<file path="config.mk">
export PLATFORM = sky130hd
export DESIGN_NAME = supply_unit_flat
export DESIGN_NICKNAME = d
export VERILOG_FILES = /design/src/include/cbs_pkg.sv /design/src/include/drive_link_if.sv /design/src/hw/cbs_timer.sv /design/src/hw/supply_unit.sv /design/src/flat_wrapper.sv
export SDC_FILE = /design/constraint.sdc
export NUM_CORES = 1
export LEC_CHECK = 0
export ABC_AREA = 1
export BUFFER_PORTS_ARGS = -buffer_cell sky130_fd_sc_hd__buf_2
export CORE_MARGIN = 2
export CORE_UTILIZATION = 23
export CTS_CLUSTER_DIAMETER = 60
export CTS_CLUSTER_SIZE = 40
export DETAILED_ROUTE_END_ITERATION = 16
export PLACE_DENSITY = 0.38
export SYNTH_ARGS = -nofsm -noshare
export SYNTH_HDL_FRONTEND = slang
export SYNTH_SLANG_ARGS = --single-unit
</file>
<file path="constraint.sdc">
create_clock -name ref_clk_i -period 2.22 [get_ports ref_clk_i]
set_clock_uncertainty 0.15 [all_clocks]
set_input_delay 0.111 -clock ref_clk_i [delete_from_list [all_inputs] [get_ports ref_clk_i]]
set_output_delay 0.111 -clock ref_clk_i [all_outputs]
set_load 0.01 [all_outputs]
</file>
<file path="src/include/cbs_pkg.sv">
package cbs_pkg;

  // ----------------------------------------------------------------
  // Timing
  // ----------------------------------------------------------------
  localparam int unsigned CLK_HZ = 100_000_000;
  localparam int unsigned PWR_CHECK_MS = 800;
  localparam int unsigned FORCED_OFF_S = 30;
  localparam longint unsigned PWR_CHECK_CYC = longint'(CLK_HZ) / 1000 * PWR_CHECK_MS;
  localparam longint unsigned FORCED_OFF_CYC = longint'(CLK_HZ) * FORCED_OFF_S;
  localparam int unsigned TMR_W = 32;

  // ----------------------------------------------------------------
  // Alarm codes reported by the supply unit
  // ----------------------------------------------------------------
  localparam logic [7:0] ALM_NONE = 8'h00;
  localparam logic [7:0] ALM_ESTOP_ERR = 8'h55;
  localparam logic [7:0] ALM_OPEN_PHASE = 8'h67;
  localparam logic [7:0] ALM_GND_FAULT = 8'h69;
  localparam logic [7:0] ALM_WELDED = 8'h6a;
  localparam logic [7:0] ALM_MAIN_CIRC = 8'h6c;

  localparam int unsigned NUM_PHASES = 3;

endpackage : cbs_pkg

</file>
<file path="src/include/drive_link_if.sv">
`timescale 1ns/1ps
// Link between the controller and the supply/servo unit
interface drive_link_if;
  logic ready_on;      // Controller requests main power on
  logic estop;         // Emergency stop (controller or servo alarm)
  logic servo_off;     // Servo-off command from controller sequence
  logic shutoff_cmd;   // Contactor shutoff command, relayed via drive unit
  logic zero_speed;    // All axes stopped or dynamic brake active
  logic motor_on;      // Motor producing torque
  logic contactor_on;  // Contactor drive output state
  logic alarm;         // Any supply alarm latched

  modport supply(input ready_on, estop, servo_off, shutoff_cmd,
                 output zero_speed, motor_on, contactor_on, alarm);
  modport ctrl(output ready_on, estop, servo_off, shutoff_cmd,
               input zero_speed, motor_on, contactor_on, alarm);
endinterface : drive_link_if

</file>
<file path="src/hw/cbs_timer.sv">
`timescale 1ns/1ps
// Down-counting one-shot: load on start, done pulses when it reaches zero
module cbs_timer #(
  parameter int unsigned W = 32
) (
  input wire logic ref_clk_i,
  input wire logic rstn_i,
  input wire logic start_i,
  input wire logic abort_i,
  input wire logic [W-1:0] load_i,
  output logic done_o,
  output logic busy_o
);
  typedef struct packed {
    logic [W-1:0] cnt;
    logic done;
  } tmr_s;
  tmr_s q, d;

  // ----------------------------------------------------------------
  // Counter
  // ----------------------------------------------------------------
  always_comb begin
    d = q;
    d.done = 1'b0;
    if (abort_i) begin
      d.cnt = '0;
    end else if (start_i) begin
      d.cnt = load_i;
    end else if (q.cnt != '0) begin
      d.cnt = q.cnt - 1'b1;
      d.done = (q.cnt == {{(W-1){1'b0}}, 1'b1});
    end
  end

  always_ff @(posedge ref_clk_i or negedge rstn_i) begin
    if (!rstn_i) begin
      q <= '0;
    end else begin
      q <= d;
    end
  end

  assign done_o = q.done;
  assign busy_o = (q.cnt != '0);
endmodule : cbs_timer

</file>
<file path="src/hw/supply_unit.sv">
`timescale 1ns/1ps
// Operation
// - Phase voltage before closing means welded
// - Check power about 800 ms after closing
// - Low voltage: main-circuit or open-phase alarm
// - Other check failure: ground-fault alarm
// - Controller confirms zero speed before shutoff
// - Shutoff command relayed, contactor output drops
// - No shutoff in 30 s: force off
// - Keep supply active while axes decelerate
// - Estop: decelerate or dynamic-brake the motor
// - Supply lost while decelerating: undervoltage
// - Contactor only driven by supply unit
// - Supply type configured before contactor use
// - Release brake only while motor on
// - Servo-off: brake with power removal, no drop-hold
// - Drop prevention only on emergency stops
// - External circuit applies brakes with estop; external_estop_signal_o is raised only on forced shutoff, not on every estop
// - Forced shutoff records estop error alarm
module supply_unit
  import cbs_pkg::*;
#(
  parameter longint unsigned CHECK_CYC = PWR_CHECK_CYC,
  parameter longint unsigned FORCE_CYC = FORCED_OFF_CYC
) (
  input wire logic ref_clk_i,
  input wire logic rstn_i,
  drive_link_if.supply link,
  input wire logic [NUM_PHASES-1:0] mains_phase_inputs_i,
  input wire logic supply_type_param_i,
  input wire logic dc_bus_ok_i,
  input wire logic motor_stopped_i,
  output logic contactor_drive_out_o,
  output logic external_estop_signal_o,
  output logic brake_release_out_o,
  output logic decel_active_o,
  output logic drop_prevent_o,
  output logic undervoltage_o,
  output logic [7:0] alarm_code_o
);
  typedef enum logic [2:0] {ST_OFF, ST_PRECHECK, ST_WAIT, ST_ON, ST_ESTOP, ST_ALARM} st_e;

  typedef struct packed {
    st_e st;
    logic [NUM_PHASES-1:0] ph_m;
    logic [NUM_PHASES-1:0] ph_s;
    logic [2:0] ctl_m;
    logic [2:0] ctl_s;
    logic mc;
    logic external_estop_signal;
    logic brake_rel;
    logic decel;
    logic drop;
    logic uv;
    logic motor_on;
    logic zero;
    logic [7:0] alarm;
  } sup_s;
  sup_s q, d;

  logic chk_done, frc_done, frc_busy;
  logic chk_start, frc_start, frc_abort;
  logic phase_any, phase_all;

  // ----------------------------------------------------------------
  // Timers
  // ----------------------------------------------------------------
  cbs_timer #(.W(TMR_W)) u_chk (
    .ref_clk_i(ref_clk_i),
    .rstn_i(rstn_i),
    .start_i(chk_start),
    .abort_i(q.st != ST_WAIT && !chk_start),
    .load_i(TMR_W'(CHECK_CYC)),
    .done_o(chk_done),
    .busy_o()
  );

  cbs_timer #(.W(TMR_W)) u_frc (
    .ref_clk_i(ref_clk_i),
    .rstn_i(rstn_i),
    .start_i(frc_start),
    .abort_i(frc_abort),
    .load_i(TMR_W'(FORCE_CYC)),
    .done_o(frc_done),
    .busy_o(frc_busy)
  );

  assign phase_any = |q.ph_s;
  assign phase_all = &q.ph_s;
  // Control pins synchronised: ready_on, estop, servo_off
  assign chk_start = (q.st == ST_PRECHECK) && !phase_any;
  assign frc_start = (q.st == ST_ON || q.st == ST_WAIT) && q.ctl_s[1];
  assign frc_abort = link.shutoff_cmd && frc_busy;

  // ----------------------------------------------------------------
  // Sequencer
  // ----------------------------------------------------------------
  always_comb begin
    d = q;
    d.ph_m = mains_phase_inputs_i;
    d.ph_s = q.ph_m;
    d.ctl_m = {link.servo_off, link.estop, link.ready_on};
    d.ctl_s = q.ctl_m;
    d.uv = 1'b0;
    case (q.st)
      ST_OFF: begin
        d.mc = 1'b0;
        // Without the supply type set the contactor stays open
        if (q.ctl_s[0] && !q.ctl_s[1] && supply_type_param_i) begin
          d.st = ST_PRECHECK;
        end
      end
      ST_PRECHECK: begin
        if (phase_any) begin
          d.alarm = ALM_WELDED;
          d.st = ST_ALARM;
        end else begin
          d.mc = 1'b1;
          d.st = ST_WAIT;
        end
      end
      ST_WAIT: begin
        if (chk_done) begin
          if (phase_all && dc_bus_ok_i) begin
            d.st = ST_ON;
          end else if (!phase_any) begin
            d.alarm = ALM_MAIN_CIRC;
            d.st = ST_ALARM;
          end else if (!phase_all) begin
            d.alarm = ALM_OPEN_PHASE;
            d.st = ST_ALARM;
          end else begin
            d.alarm = ALM_GND_FAULT;
            d.st = ST_ALARM;
          end
        end else if (q.ctl_s[1]) begin
          d.st = ST_ESTOP;
        end
      end
      ST_ON: begin
        if (q.ctl_s[1]) begin
          d.st = ST_ESTOP;
        end else if (link.shutoff_cmd || !q.ctl_s[0]) begin
          d.mc = 1'b0;
          d.st = ST_OFF;
        end
      end
      ST_ESTOP: begin
        // Contactor held closed so regenerated energy has a path
        if (link.shutoff_cmd) begin
          d.mc = 1'b0;
          d.st = ST_OFF;
        end else if (frc_done) begin
          d.mc = 1'b0;
          d.external_estop_signal = 1'b1;
          d.alarm = ALM_ESTOP_ERR;
          d.st = ST_ALARM;
        end
      end
      ST_ALARM: begin
        d.mc = 1'b0;
        if (!q.ctl_s[0] && !q.ctl_s[1]) begin
          d.alarm = ALM_NONE;
          d.external_estop_signal = 1'b0;
          d.st = ST_OFF;
        end
      end
      default: begin
        d.st = ST_OFF;
      end
    endcase

    // Servo side: motor on only with power and no stop request
    d.motor_on = (q.st == ST_ON) && !q.ctl_s[2] && !q.ctl_s[1];
    // Brake releases one cycle after motor_on rises but applies as it falls, so release lags power-on
    d.brake_rel = q.motor_on && d.motor_on;
    d.decel = q.ctl_s[1] && !motor_stopped_i;
    d.drop = q.ctl_s[1] && !motor_stopped_i && !q.ctl_s[2];
    if (q.decel && !q.mc) begin
      d.uv = 1'b1;
    end
    // Zero speed is only reported from the stop state; an idle value would let
    // the controller cut the contactor before the stop has reached this end
    d.zero = (d.st == ST_ESTOP) && !d.decel;
  end

  always_ff @(posedge ref_clk_i or negedge rstn_i) begin
    if (!rstn_i) begin
      q <= '0;
    end else begin
      q <= d;
    end
  end

  // ----------------------------------------------------------------
  // Outputs
  // ----------------------------------------------------------------
  assign contactor_drive_out_o = q.mc;
  assign external_estop_signal_o = q.external_estop_signal;
  assign brake_release_out_o = q.brake_rel;
  assign decel_active_o = q.decel;
  assign drop_prevent_o = q.drop;
  assign undervoltage_o = q.uv;
  assign alarm_code_o = q.alarm;
  assign link.zero_speed = q.zero;
  assign link.motor_on = q.motor_on;
  assign link.contactor_on = q.mc;
  assign link.alarm = (q.alarm != ALM_NONE);
endmodule : supply_unit

</file>
<file path="src/flat_wrapper.sv">
// flat-port wrapper written by rule: the top's interface ports become plain ports
module supply_unit_flat import cbs_pkg::*;
#(
  parameter longint unsigned CHECK_CYC = PWR_CHECK_CYC,
  parameter longint unsigned FORCE_CYC = FORCED_OFF_CYC
)
  (ref_clk_i, rstn_i, mains_phase_inputs_i, supply_type_param_i, dc_bus_ok_i, motor_stopped_i, contactor_drive_out_o, external_estop_signal_o, brake_release_out_o, decel_active_o, drop_prevent_o, undervoltage_o, alarm_code_o, link_ready_on, link_estop, link_servo_off, link_shutoff_cmd, link_zero_speed, link_motor_on, link_contactor_on, link_alarm);
  drive_link_if link_i ();
  input wire logic ref_clk_i;
  input wire logic rstn_i;
  input wire logic [NUM_PHASES-1:0] mains_phase_inputs_i;
  input wire logic supply_type_param_i;
  input wire logic dc_bus_ok_i;
  input wire logic motor_stopped_i;
  output logic contactor_drive_out_o;
  output logic external_estop_signal_o;
  output logic brake_release_out_o;
  output logic decel_active_o;
  output logic drop_prevent_o;
  output logic undervoltage_o;
  output logic [7:0] alarm_code_o;
  input wire logic [$bits(link_i.ready_on)-1:0] link_ready_on;
  input wire logic [$bits(link_i.estop)-1:0] link_estop;
  input wire logic [$bits(link_i.servo_off)-1:0] link_servo_off;
  input wire logic [$bits(link_i.shutoff_cmd)-1:0] link_shutoff_cmd;
  output wire logic [$bits(link_i.zero_speed)-1:0] link_zero_speed;
  output wire logic [$bits(link_i.motor_on)-1:0] link_motor_on;
  output wire logic [$bits(link_i.contactor_on)-1:0] link_contactor_on;
  output wire logic [$bits(link_i.alarm)-1:0] link_alarm;
  assign link_i.ready_on = link_ready_on;
  assign link_i.estop = link_estop;
  assign link_i.servo_off = link_servo_off;
  assign link_i.shutoff_cmd = link_shutoff_cmd;
  assign link_zero_speed = link_i.zero_speed;
  assign link_motor_on = link_i.motor_on;
  assign link_contactor_on = link_i.contactor_on;
  assign link_alarm = link_i.alarm;
  supply_unit #(.CHECK_CYC(CHECK_CYC), .FORCE_CYC(FORCE_CYC)) u_core (.ref_clk_i(ref_clk_i), .rstn_i(rstn_i), .link(link_i), .mains_phase_inputs_i(mains_phase_inputs_i), .supply_type_param_i(supply_type_param_i), .dc_bus_ok_i(dc_bus_ok_i), .motor_stopped_i(motor_stopped_i), .contactor_drive_out_o(contactor_drive_out_o), .external_estop_signal_o(external_estop_signal_o), .brake_release_out_o(brake_release_out_o), .decel_active_o(decel_active_o), .drop_prevent_o(drop_prevent_o), .undervoltage_o(undervoltage_o), .alarm_code_o(alarm_code_o));
endmodule
</file>
==> results.py, run 1 <==
metrics = {
    "pwr": {
        "ir_drop_v": 0.000479,
        "pwr-share-clk_pct": 18.1,
        "finalPower_w": 0.00878,
        "swShare_pct": 49.1,
        "combPwrFrac_pct": 54.1,
        "switching_power_w": 0.00431,
        "p_leak_nw": 3.46,
        "seq_power_share_pct": 27.8,
        "p_per_area_nw_per_um2": 1340,
        "p_int_w": 0.00447,
    },
    "timing": {
        "max_freq_ghz": 0.494,
        "worst_slew_pin_slew_ps": 513,
        "slew_headroom_pct": 65.8,
        "min_period_over_period_pct": 91.2,
        "setup_viol": 0,
        "rsz0062_at_grt": "no",
        "fin_tns_setup_ps": 0,
        "period_needed_ps": 2030,
        "hold_viol_final": 0,
        "slew_violations": 0,
    },
    "synth": {
        "syn_area_um2": 5550,
        "synth_most_common_cell": "nand2_1",
        "synth-edff-count": 0,
        "ys_types": 41,
        "synth_top_area_share_pct": 43.3,
        "syn_inst": 743,
        "synth_nets": 759,
        "ys_ff_latch": 96,
        "synthFlopType": "dfrtp_1",
        "yosys-top-cells-area": "dfrtp_1 43%, nand2_1 11%, nor2_1 10%",
        "yosysSeqAreaShare_pct": 43.3,
        "yosysTopAreaCell": "dfrtp_1",
        "ys.warnings.count": 0,
        "syn_avg_cell_area_um2": 7.47,
        "ys_async_sr_fraction_pct": 100,
        "synthTopCellsByCount": "167 x nand2_1, 148 x nor2_1, 96 x dfrtp_1",
    },
    "global_route": {
        "antenna_found_initial": 0,
        "grt.total_usage_pct": 12.7,
        "grt-ovfl-total": 0,
        "grt_pass1_wl_mm": 25.5,
        "grt_pass1_vias": 4778,
        "grt_max_degree": 36,
    },
    "detailed_routing": {
        "vias": 4693,
        "wl_per_cell_um": 13.8,
        "initialDrtViolationCount": 205,
        "firstDrtPassIters": 4,
        "drc": 0,
        "routed_wl_mm": 15.5,
        "drtAntennaViolNets": 0,
        "viasPerCell": 4.20,
    },
    "setup_path": {
        "path_max_fanout": 6,
        "cp-start-kind": "register",
        "required_ps": 2320,
        "critPathKind": "register to register",
        "crit_path_end_kind": "register",
        "arrival_ps": 2130,
    },
    "floorplan": {
        "start_util_pct": 23.5,
        "core.rowCount": 56,
        "die-area_um2": 25400,
        "dieWidth_um": 159,
        "io_pins": 30,
        "fp.dieH_um": 159,
        "core_area_um2": 23600,
    },
    "placement": {
        "port_buffers": 28,
        "dpl.hpwl_mm": 12.0,
        "gp_congestion": 0.798,
        "placed_cell_area_um2": 6140,
    },
    "cts": {
        "clock_path_buffers": 2,
        "cts-root-buf": "clkbuf_16",
        "clk_pin_slew_worst_paths_ps": 80,
        "post_cts_buffers": 0,
        "numCtsBuffers": 9,
        "cts_tree": "done",
        "h-tree-depth": 3,
        "cts_sinks": 96,
        "clock_latency_ps": 360,
    },
    "layout": {
        "syn_to_final_growth_pct": 17.7,
        "nets": 810,
        "antenna_cells": 0,
        "finalInstanceArea_um2": 6540,
        "drive_gt1_share_pct": 14.9,
    },
    "outcome": {
        "outcome": "finished, final reports clean",
    },
    "min_path": {
        "min_path_type": "input pin to register",
    },
    "job": {
        "maxCapViolations": 0,
    },
}
-- registers in the layout (all words and copies together) (netlist names), 6 cells and up --
register / cells
u_core.u_chk.q: 32
u_core.u_frc.q: 32
u_core.q: 9
u_core.alarm_code_o: 7
u_core.d: 6
-- logic make-up (layout without fill, tap and decap cells) --
logic type / after synthesis / after routing / share of synthesized area, %
XOR/XNOR: 22 / 22 / 3.47
adder cells (fa/ha/maj): 4 / 4 / 0.901
AO/OA/AOI/OAI: 63 / 63 / 6.78
AND/OR/NAND/NOR: 456 / 456 / 37.7
flip-flops: 96 / 96 / 43.3
buffers and inverters: 101 / 157 / 7.82
other: 1 / 1 / 0.0675
-- stage by stage --
stage | setup WS [ps] | util, % | hold slack [ps] | cells
2_1_floorplan | 365 | - | -335 | 743
3_3_place_gp | 167 | 26.0 | -23.6 | 1093
3_5_place_dp | 192 | 26.0 | -40.0 | 1093
4_1_cts | 164 | 27.7 | 15.3 | 1118
5_1_grt | 11.4 | 27.7 | 117 | 1118
6_report | 195 | 27.7 | 40.4 | 1118
-- worst max-delay path, stage by stage, from the launching register on --
cell and delay [ps]:
dfrtp_1 380, inv_1 160, ha_1 220, buf_4 150
nand3_1 150, nor2_1 260, nand4_1 180, nor2_1 120
nor2_1 50, nand2_1 60, inv_1 30
-- cell type report --
type                            instances  area, um2
Multi-Input combinational cell        546       2720
Clock inverter                          7       75.1
Clock buffer                            9        225
Sequential cell                        96       2400
Inverter                               84        317
Timing Repair Buffer                   57        395
Fill cell                            2565      17100
Tap cell                              319        399
-- power groups by stage --
stage	registers [W]	clock network (W)	logic [W]
5_1_grt	0.00249	0.00174	0.00539
3_5_place_dp	0.00247	0	0.00476
3_3_place_gp	0.00248	0	0.00482
4_1_cts	0.00244	0.00169	0.00479
6_report	0.00244	0.00159	0.00475
2_1_floorplan	0.00237	0	0.00367
-- layer usage --
metal / vias up / wire [um] / global-route usage (%)
li1: 2455 / - / -
met1: 2175 / 7750 / 17.5
met2: 56 / 7120 / 20.6
met3: 7 / 463 / 2.63
met4: 0 / 135 / 2.73
met5: - / 0 / 0
-- layout by cell type (no fill, tap or decap), types with 13 or more instances in the layout --
cell type / instances
nor2_1: 148
nand3_1: 47
nor2_2: 13
o21ai_0: 21
nor3_1: 22
buf_2: 27
buf_4: 20
nand2_1: 167
dfrtp_1: 96
inv_1: 76
a21oi_1: 16
xor2_1: 17
nand4_1: 19
-- timing repair --
item | in CTS | in global routing
hold buffers | 9 | 0
endpoints found under the setup margin | 0 | 6
resized for setup | 0 | 1
hold endpoints to repair | 76 | 0
-- path summary, 6_finish.rpt --
check | startpoint | to | slack [ps] | depth (start not counted)
max | u_core.u_chk.q[1]$_DFFE_PN0P_ | u_core.u_chk.q[29]$_DFFE_PN0P_ | 190 | 10
max in group asynchronous | rstn_i | u_core.u_chk.q[31]$_DFFE_PN0P_ | 1150 | 3
min | supply_type_param_i | u_core.q[28]$_DFF_PN0_ | 40 | 5
min in group asynchronous | rstn_i | u_core.u_frc.q[24]$_DFFE_PN0P_ | 120 | 2
min reg2reg | u_core.d[16]$_DFF_PN0_ | u_core.q[16]$_DFF_PN0_ | 200 | 0
max reg2reg | u_core.u_chk.q[1]$_DFFE_PN0P_ | u_core.u_chk.q[29]$_DFFE_PN0P_ | 190 | 10
(Power assumes the default switching activity.)
==> run 2: changes to the inputs <==
==> constraint.sdc (replaced) <==
create_clock -name ref_clk_i -period 2.22 [get_ports ref_clk_i]
set_clock_uncertainty 0.15 [all_clocks]
set_input_delay 0.444 -clock ref_clk_i [delete_from_list [all_inputs] [get_ports ref_clk_i]]
set_output_delay 0.444 -clock ref_clk_i [all_outputs]
set_load 0.01 [all_outputs]
==> results.py, run 2 (same netlist as run 1, synthesis figures left out) <==
metrics = {
    "timing": {
        "rsz0062_at_grt": "no",
        "hold_viol_final": 0,
        "min_period_over_period_pct": 89.6,
        "max_freq_ghz": 0.503,
        "period_needed_ps": 1990,
        "slew_violations": 0,
        "fin_tns_setup_ps": 0,
        "worst_slew_pin_slew_ps": 566,
        "setup_viol": 0,
        "slew_headroom_pct": 62.3,
        "hold_ws_ps": 29.3,
    },
    "cts": {
        "clk_pin_slew_worst_paths_ps": 90,
        "numCtsBuffers": 9,
        "clock_path_buffers": 2,
        "cts_sinks": 96,
        "clock_latency_ps": 360,
        "cts_tree": "done",
        "h-tree-depth": 3,
        "post_cts_buffers": 0,
        "cts-root-buf": "clkbuf_16",
    },
    "pwr": {
        "p_per_area_nw_per_um2": 1380,
        "switching_power_w": 0.00444,
        "seq_power_share_pct": 27.1,
        "ir_drop_v": 0.000469,
        "p_leak_nw": 3.43,
        "finalPower_w": 0.00896,
        "combPwrFrac_pct": 53.8,
        "swShare_pct": 49.5,
        "p_int_w": 0.00452,
        "pwr-share-clk_pct": 19.2,
    },
    "detailed_routing": {
        "wl_per_cell_um": 14.0,
        "drc": 0,
        "routed_wl_mm": 15.5,
        "vias": 4702,
        "firstDrtPassIters": 4,
        "viasPerCell": 4.24,
        "drtAntennaViolNets": 0,
        "initialDrtViolationCount": 240,
    },
    "setup_path": {
        "r2r_cells": 9,
        "critPathKind": "register to register",
        "cp-start-kind": "register",
        "crit_path_end_kind": "register",
        "cp_top_family": "simple AND/OR/NAND/NOR gates",
        "required_ps": 2370,
        "reg2reg_slack_ps": 230,
        "slowest_delay_ps": 440,
        "arrival_ps": 2130,
        "cp_num_buf_inv": 0,
        "path_depth": 9,
        "critical_path.cell_chain": "nor2_1 -> nand2_1 -> nor2_2 -> nand2_1 -> nor2_1 -> nand2_1 -> nand2_1 -> nand2_1 -> a21oi_2",
        "cp_common_cell": "nand2_1",
        "crit_slowest_cell": "dfrtp_1",
        "path_max_fanout": 5,
    },
    "floorplan": {
        "core.rowCount": 56,
        "die-area_um2": 25400,
        "dieWidth_um": 159,
        "core_area_um2": 23600,
        "start_util_pct": 23.5,
        "fp.dieH_um": 159,
        "io_pins": 30,
    },
    "global_route": {
        "antenna_found_initial": 0,
        "grt_max_degree": 97,
        "grt-ovfl-total": 0,
        "grt_pass1_wl_mm": 25.8,
        "grt.total_usage_pct": 12.8,
        "grt_pass1_vias": 4758,
    },
    "placement": {
        "placed_cell_area_um2": 6140,
        "gp_congestion": 0.820,
        "port_buffers": 28,
        "dpl.hpwl_mm": 11.7,
    },
    "layout": {
        "drive_gt1_share_pct": 15.1,
        "nets": 800,
        "antenna_cells": 0,
        "final_cell_mix": "167 x nand2_1, 147 x nor2_1, 96 x dfrtp_1",
        "final_common_cell": "nand2_1",
        "finalInstanceArea_um2": 6480,
        "syn_to_final_growth_pct": 16.8,
        "reg.largest.list": "u_core.u_chk.q (32), u_core.u_frc.q (32), u_core.q (9)",
    },
    "min_path": {
        "hold-path-cell-count": 1,
        "min_path_type": "input pin to register",
    },
    "outcome": {
        "outcome": "finished, final reports clean",
    },
    "job": {
        "maxCapViolations": 0,
    },
}
run 2: cell count changes in the layout (fill, tap and decap cells not counted), sizes merged:
cell	delta
clkinv	-2
inv	+2
dlygate4sd3	-8
buf	-2
run 2: worst paths after layout:
check                                         startpoint                              to
max in group asynchronous                         rstn_i  u_core.u_chk.q[30]$_DFFE_PN0P_
min in group asynchronous                         rstn_i  u_core.u_frc.q[13]$_DFFE_PN0P_
max reg2reg                u_core.u_frc.q[3]$_DFFE_PN0P_  u_core.u_frc.q[26]$_DFFE_PN0P_
min                                           link_estop          u_core.d[17]$_DFF_PN0_
min reg2reg                       u_core.d[22]$_DFF_PN0_          u_core.q[22]$_DFF_PN0_
max                        u_core.u_frc.q[3]$_DFFE_PN0P_  u_core.u_frc.q[26]$_DFFE_PN0P_
run 2: worst reg2reg max path: cells and delay by family, from the launching register on:
kind | cells | cell delay [ps]
flip-flops | 1 | 440
AO/OA/AOI/OAI | 1 | 100
AND/OR/NAND/NOR | 8 | 1240
run 2: cell type report:
class                      count  area [um2]
multi-input combinational    546        2730
timing repair buffer          47         313
clock inverter                 7        98.8
tap                          319         399
inverter                      84         317
fill                        2643       17100
clock buffer                   9         225
sequential                    96        2400
run 2: repair_timing:
action / in CTS / in global routing
endpoints found under the hold margin: 1 / 0
setup endpoints to repair: 0 / 15
resized for setup: 0 / 3
hold buffers: 1 / 0
run 2: layer usage:
metal / share of wire, % / track usage, %
met1: 50 / 17.5
met2: 46 / 20.7
met3: 2.1 / 2.08
met4: 1.6 / 3.88
met5: 0 / 0
run 2: power by group through the flow:
stage / combinational [W] / sequential (W) / clock, W
final: 0.00482 / 0.00243 / 0.00172
after global routing: 0.00547 / 0.00248 / 0.00186
after CTS: 0.00485 / 0.00243 / 0.00179
after detailed placement: 0.00483 / 0.00246 / 0
after global placement: 0.00487 / 0.00247 / 0
after floorplan: 0.00367 / 0.00237 / 0
run 2: metrics by stage:
step / setup WS [ps] / instances / utilization, %
finish: 232 / 1108 / 27.5
global route: 27.4 / 1108 / 27.5
CTS: 106 / 1108 / 27.4
detailed placement: 156 / 1091 / 26.0
global placement: 164 / 1091 / 26.0
floorplan: 365 / 743 / -
==> run 3: changes to the inputs <==
CELL_PAD_IN_SITES_DETAIL_PLACEMENT = 1   (was unset)
CELL_PAD_IN_SITES_GLOBAL_PLACEMENT = 1   (was unset)
PLACE_DENSITY = 0.47   (was 0.38)
==> results.py, run 3 (same netlist as run 1, synthesis figures left out) <==
metrics = {
    "min_path": {
        "min_path_type": "input pin to asynchronous set/reset pin",
    },
    "detailed_routing": {
        "routed_wl_mm": 17.3,
        "viasPerCell": 4.40,
        "vias": 4867,
        "wl_per_cell_um": 15.7,
        "firstDrtPassIters": 4,
        "initialDrtViolationCount": 224,
        "drtAntennaViolNets": 0,
        "drc": 0,
    },
    "layout": {
        "drive_gt1_share_pct": 15.1,
        "nets": 800,
        "final_common_cell": "nand2_1",
        "final_cell_mix": "167 x nand2_1, 148 x nor2_1, 96 x dfrtp_1",
        "antenna_cells": 0,
        "reg.largest.list": "u_core.u_chk.q (32), u_core.u_frc.q (32), u_core.q (9)",
        "syn_to_final_growth_pct": 16.3,
    },
    "timing": {
        "fin_tns_setup_ps": 0,
        "setup_ws_ps": 192,
        "worst_slew_pin_slew_ps": 555,
        "hold_ws_ps": -18.8,
        "slew_headroom_pct": 63.0,
        "min_period_over_period_pct": 91.3,
        "period_needed_ps": 2030,
        "setup_viol": 0,
        "hold_viol_final": 19,
        "max_freq_ghz": 0.493,
        "slew_violations": 0,
        "rsz0062_at_grt": "no",
    },
    "setup_path": {
        "path_max_fanout": 10,
        "crit_slowest_cell": "dfrtp_1",
        "arrival_ps": 2120,
        "critical_path.cell_chain": "inv_1 -> ha_1 -> nand2_4 -> nor2_8 -> nand3_4 -> nor2_8 -> nand2_2 -> nand2_2 -> buf_12 -> a21oi_2",
        "critPathKind": "register to register",
        "slowest_delay_ps": 420,
        "cp_num_buf_inv": 2,
        "required_ps": 2310,
        "crit_path_end_kind": "register",
        "cp_top_family": "simple AND/OR/NAND/NOR gates",
        "cp-start-kind": "register",
    },
    "placement": {
        "dpl.hpwl_mm": 13.4,
        "gp_congestion": 0.779,
        "dp_slack_ps": 68.3,
        "port_buffers": 28,
    },
    "cts": {
        "post_cts_buffers": 0,
        "clock_path_buffers": 2,
        "cts-root-buf": "clkbuf_16",
        "cts_sinks": 96,
        "numCtsBuffers": 9,
        "h-tree-depth": 3,
        "clk_pin_slew_worst_paths_ps": 70,
        "clock_latency_ps": 360,
        "cts_tree": "done",
    },
    "global_route": {
        "grt_max_degree": 97,
        "grt_pass1_wl_mm": 28.7,
        "grt-ovfl-total": 0,
        "antenna_found_initial": 0,
        "grt.total_usage_pct": 14.3,
        "grt_pass1_vias": 5228,
    },
    "pwr": {
        "p_leak_nw": 3.43,
        "switching_power_w": 0.00444,
        "ir_drop_v": 0.000382,
        "p_per_area_nw_per_um2": 1400,
        "seq_power_share_pct": 27.1,
        "p_int_w": 0.00458,
        "pwr-share-clk_pct": 18.5,
        "swShare_pct": 49.2,
        "combPwrFrac_pct": 54.4,
    },
    "floorplan": {
        "io_pins": 30,
        "core.rowCount": 56,
        "start_util_pct": 23.5,
        "dieWidth_um": 159,
        "die-area_um2": 25400,
        "fp.dieH_um": 159,
        "core_area_um2": 23600,
    },
    "outcome": {
        "outcome": "finished with violations",
        "violations": "hold timing",
    },
    "job": {
        "maxCapViolations": 0,
    },
}
[run 3: cell count changes in the layout (fill, tap and decap cells not counted)]
| cell | previous run | this run |
|---|---|---|
| bufinv_16 | 0 | 1 |
| clkinv_8 | 3 | 0 |
| ha_1 | 4 | 3 |
| inv_12 | 1 | 0 |
| inv_6 | 0 | 3 |
| buf_4 | 17 | 18 |
| inv_8 | 3 | 1 |
| nor2_2 | 14 | 13 |
| ha_2 | 0 | 1 |
| nor2_1 | 147 | 148 |
| dlygate4sd3_1 | 1 | 0 |
| clkinv_4 | 0 | 1 |
[run 3: layout make-up]
| cell class | instances | area [um2] |
|---|---|---|
| tap | 319 | 399 |
| clock inverter | 6 | 76.3 |
| sequential | 96 | 2400 |
| inverter | 84 | 317 |
| clock buffer | 9 | 225 |
| timing repair buffer | 47 | 310 |
| fill | 2899 | 17200 |
| multi-input combinational | 546 | 2730 |
[run 3: worst paths after layout]
kind	startpoint	to	slack (ps)	cells past startpoint
setup / recovery	u_core.u_frc.q[1]$_DFFE_PN0P_	u_core.u_frc.q[21]$_DFFE_PN0P_	190	10
hold / removal	rstn_i	u_core.u_frc.q[12]$_DFFE_PN0P_	-20	2
setup reg to reg	u_core.u_frc.q[1]$_DFFE_PN0P_	u_core.u_frc.q[21]$_DFFE_PN0P_	190	10
hold reg to reg	u_core.d[23]$_DFF_PN0_	u_core.q[23]$_DFF_PN0_	200	0
max in group asynchronous	rstn_i	u_core.u_chk.q[22]$_DFFE_PN0P_	1510	2
min in group ref_clk_i	mains_phase_inputs_i[1]	u_core.d[23]$_DFF_PN0_	40	1
[run 3: per-stage QoR]
step                hold slack [ps]  area [um2]  power [W]  instances  utilization (%)
global route                   25.8        6460    0.00992       1107             27.4
detailed placement              186        6140    0.00742       1092             26.0
floorplan                     -1.59        5550    0.00604        743                -
global placement                188        6140    0.00733       1092             26.0
CTS                            20.6        6450    0.00916       1107             27.3
finish                        -18.8        6460    0.00902       1107             27.4
[run 3: power groups by stage]
stage               Clock [W]  Sequential, W  Combinational (W)
finish                0.00167        0.00244            0.00491
global placement            0        0.00247            0.00486
CTS                   0.00174        0.00245            0.00496
floorplan                   0        0.00237            0.00367
detailed placement          0        0.00248            0.00494
global route          0.00179        0.00250            0.00563
[run 3: routing by layer]
metal  track usage, %  part of all wire [%]  vias up  wire length, um
met5                0                     0        -                0
met4             4.59                   1.7        0              295
met3             2.06                   2.2       16              378
met2             22.8                    45       51             7890
met1             20.0                    51     2360             8790
li1                 -                     -     2440                -
[run 3: worst reg2reg max path, cell delays in order (launching register included)]
cell,delay [ps]
dfrtp_1,420
inv_1,120
ha_1,220
nand2_4,100
nor2_8,140
nand3_4,110
nor2_8,210
nand2_2,70
nand2_2,170
buf_12,160
a21oi_2,40
[run 3: timing repair]
item,in CTS,in global routing
setup endpoints to repair,0,14
gates resized for setup,0,3
hold buffers,0,0
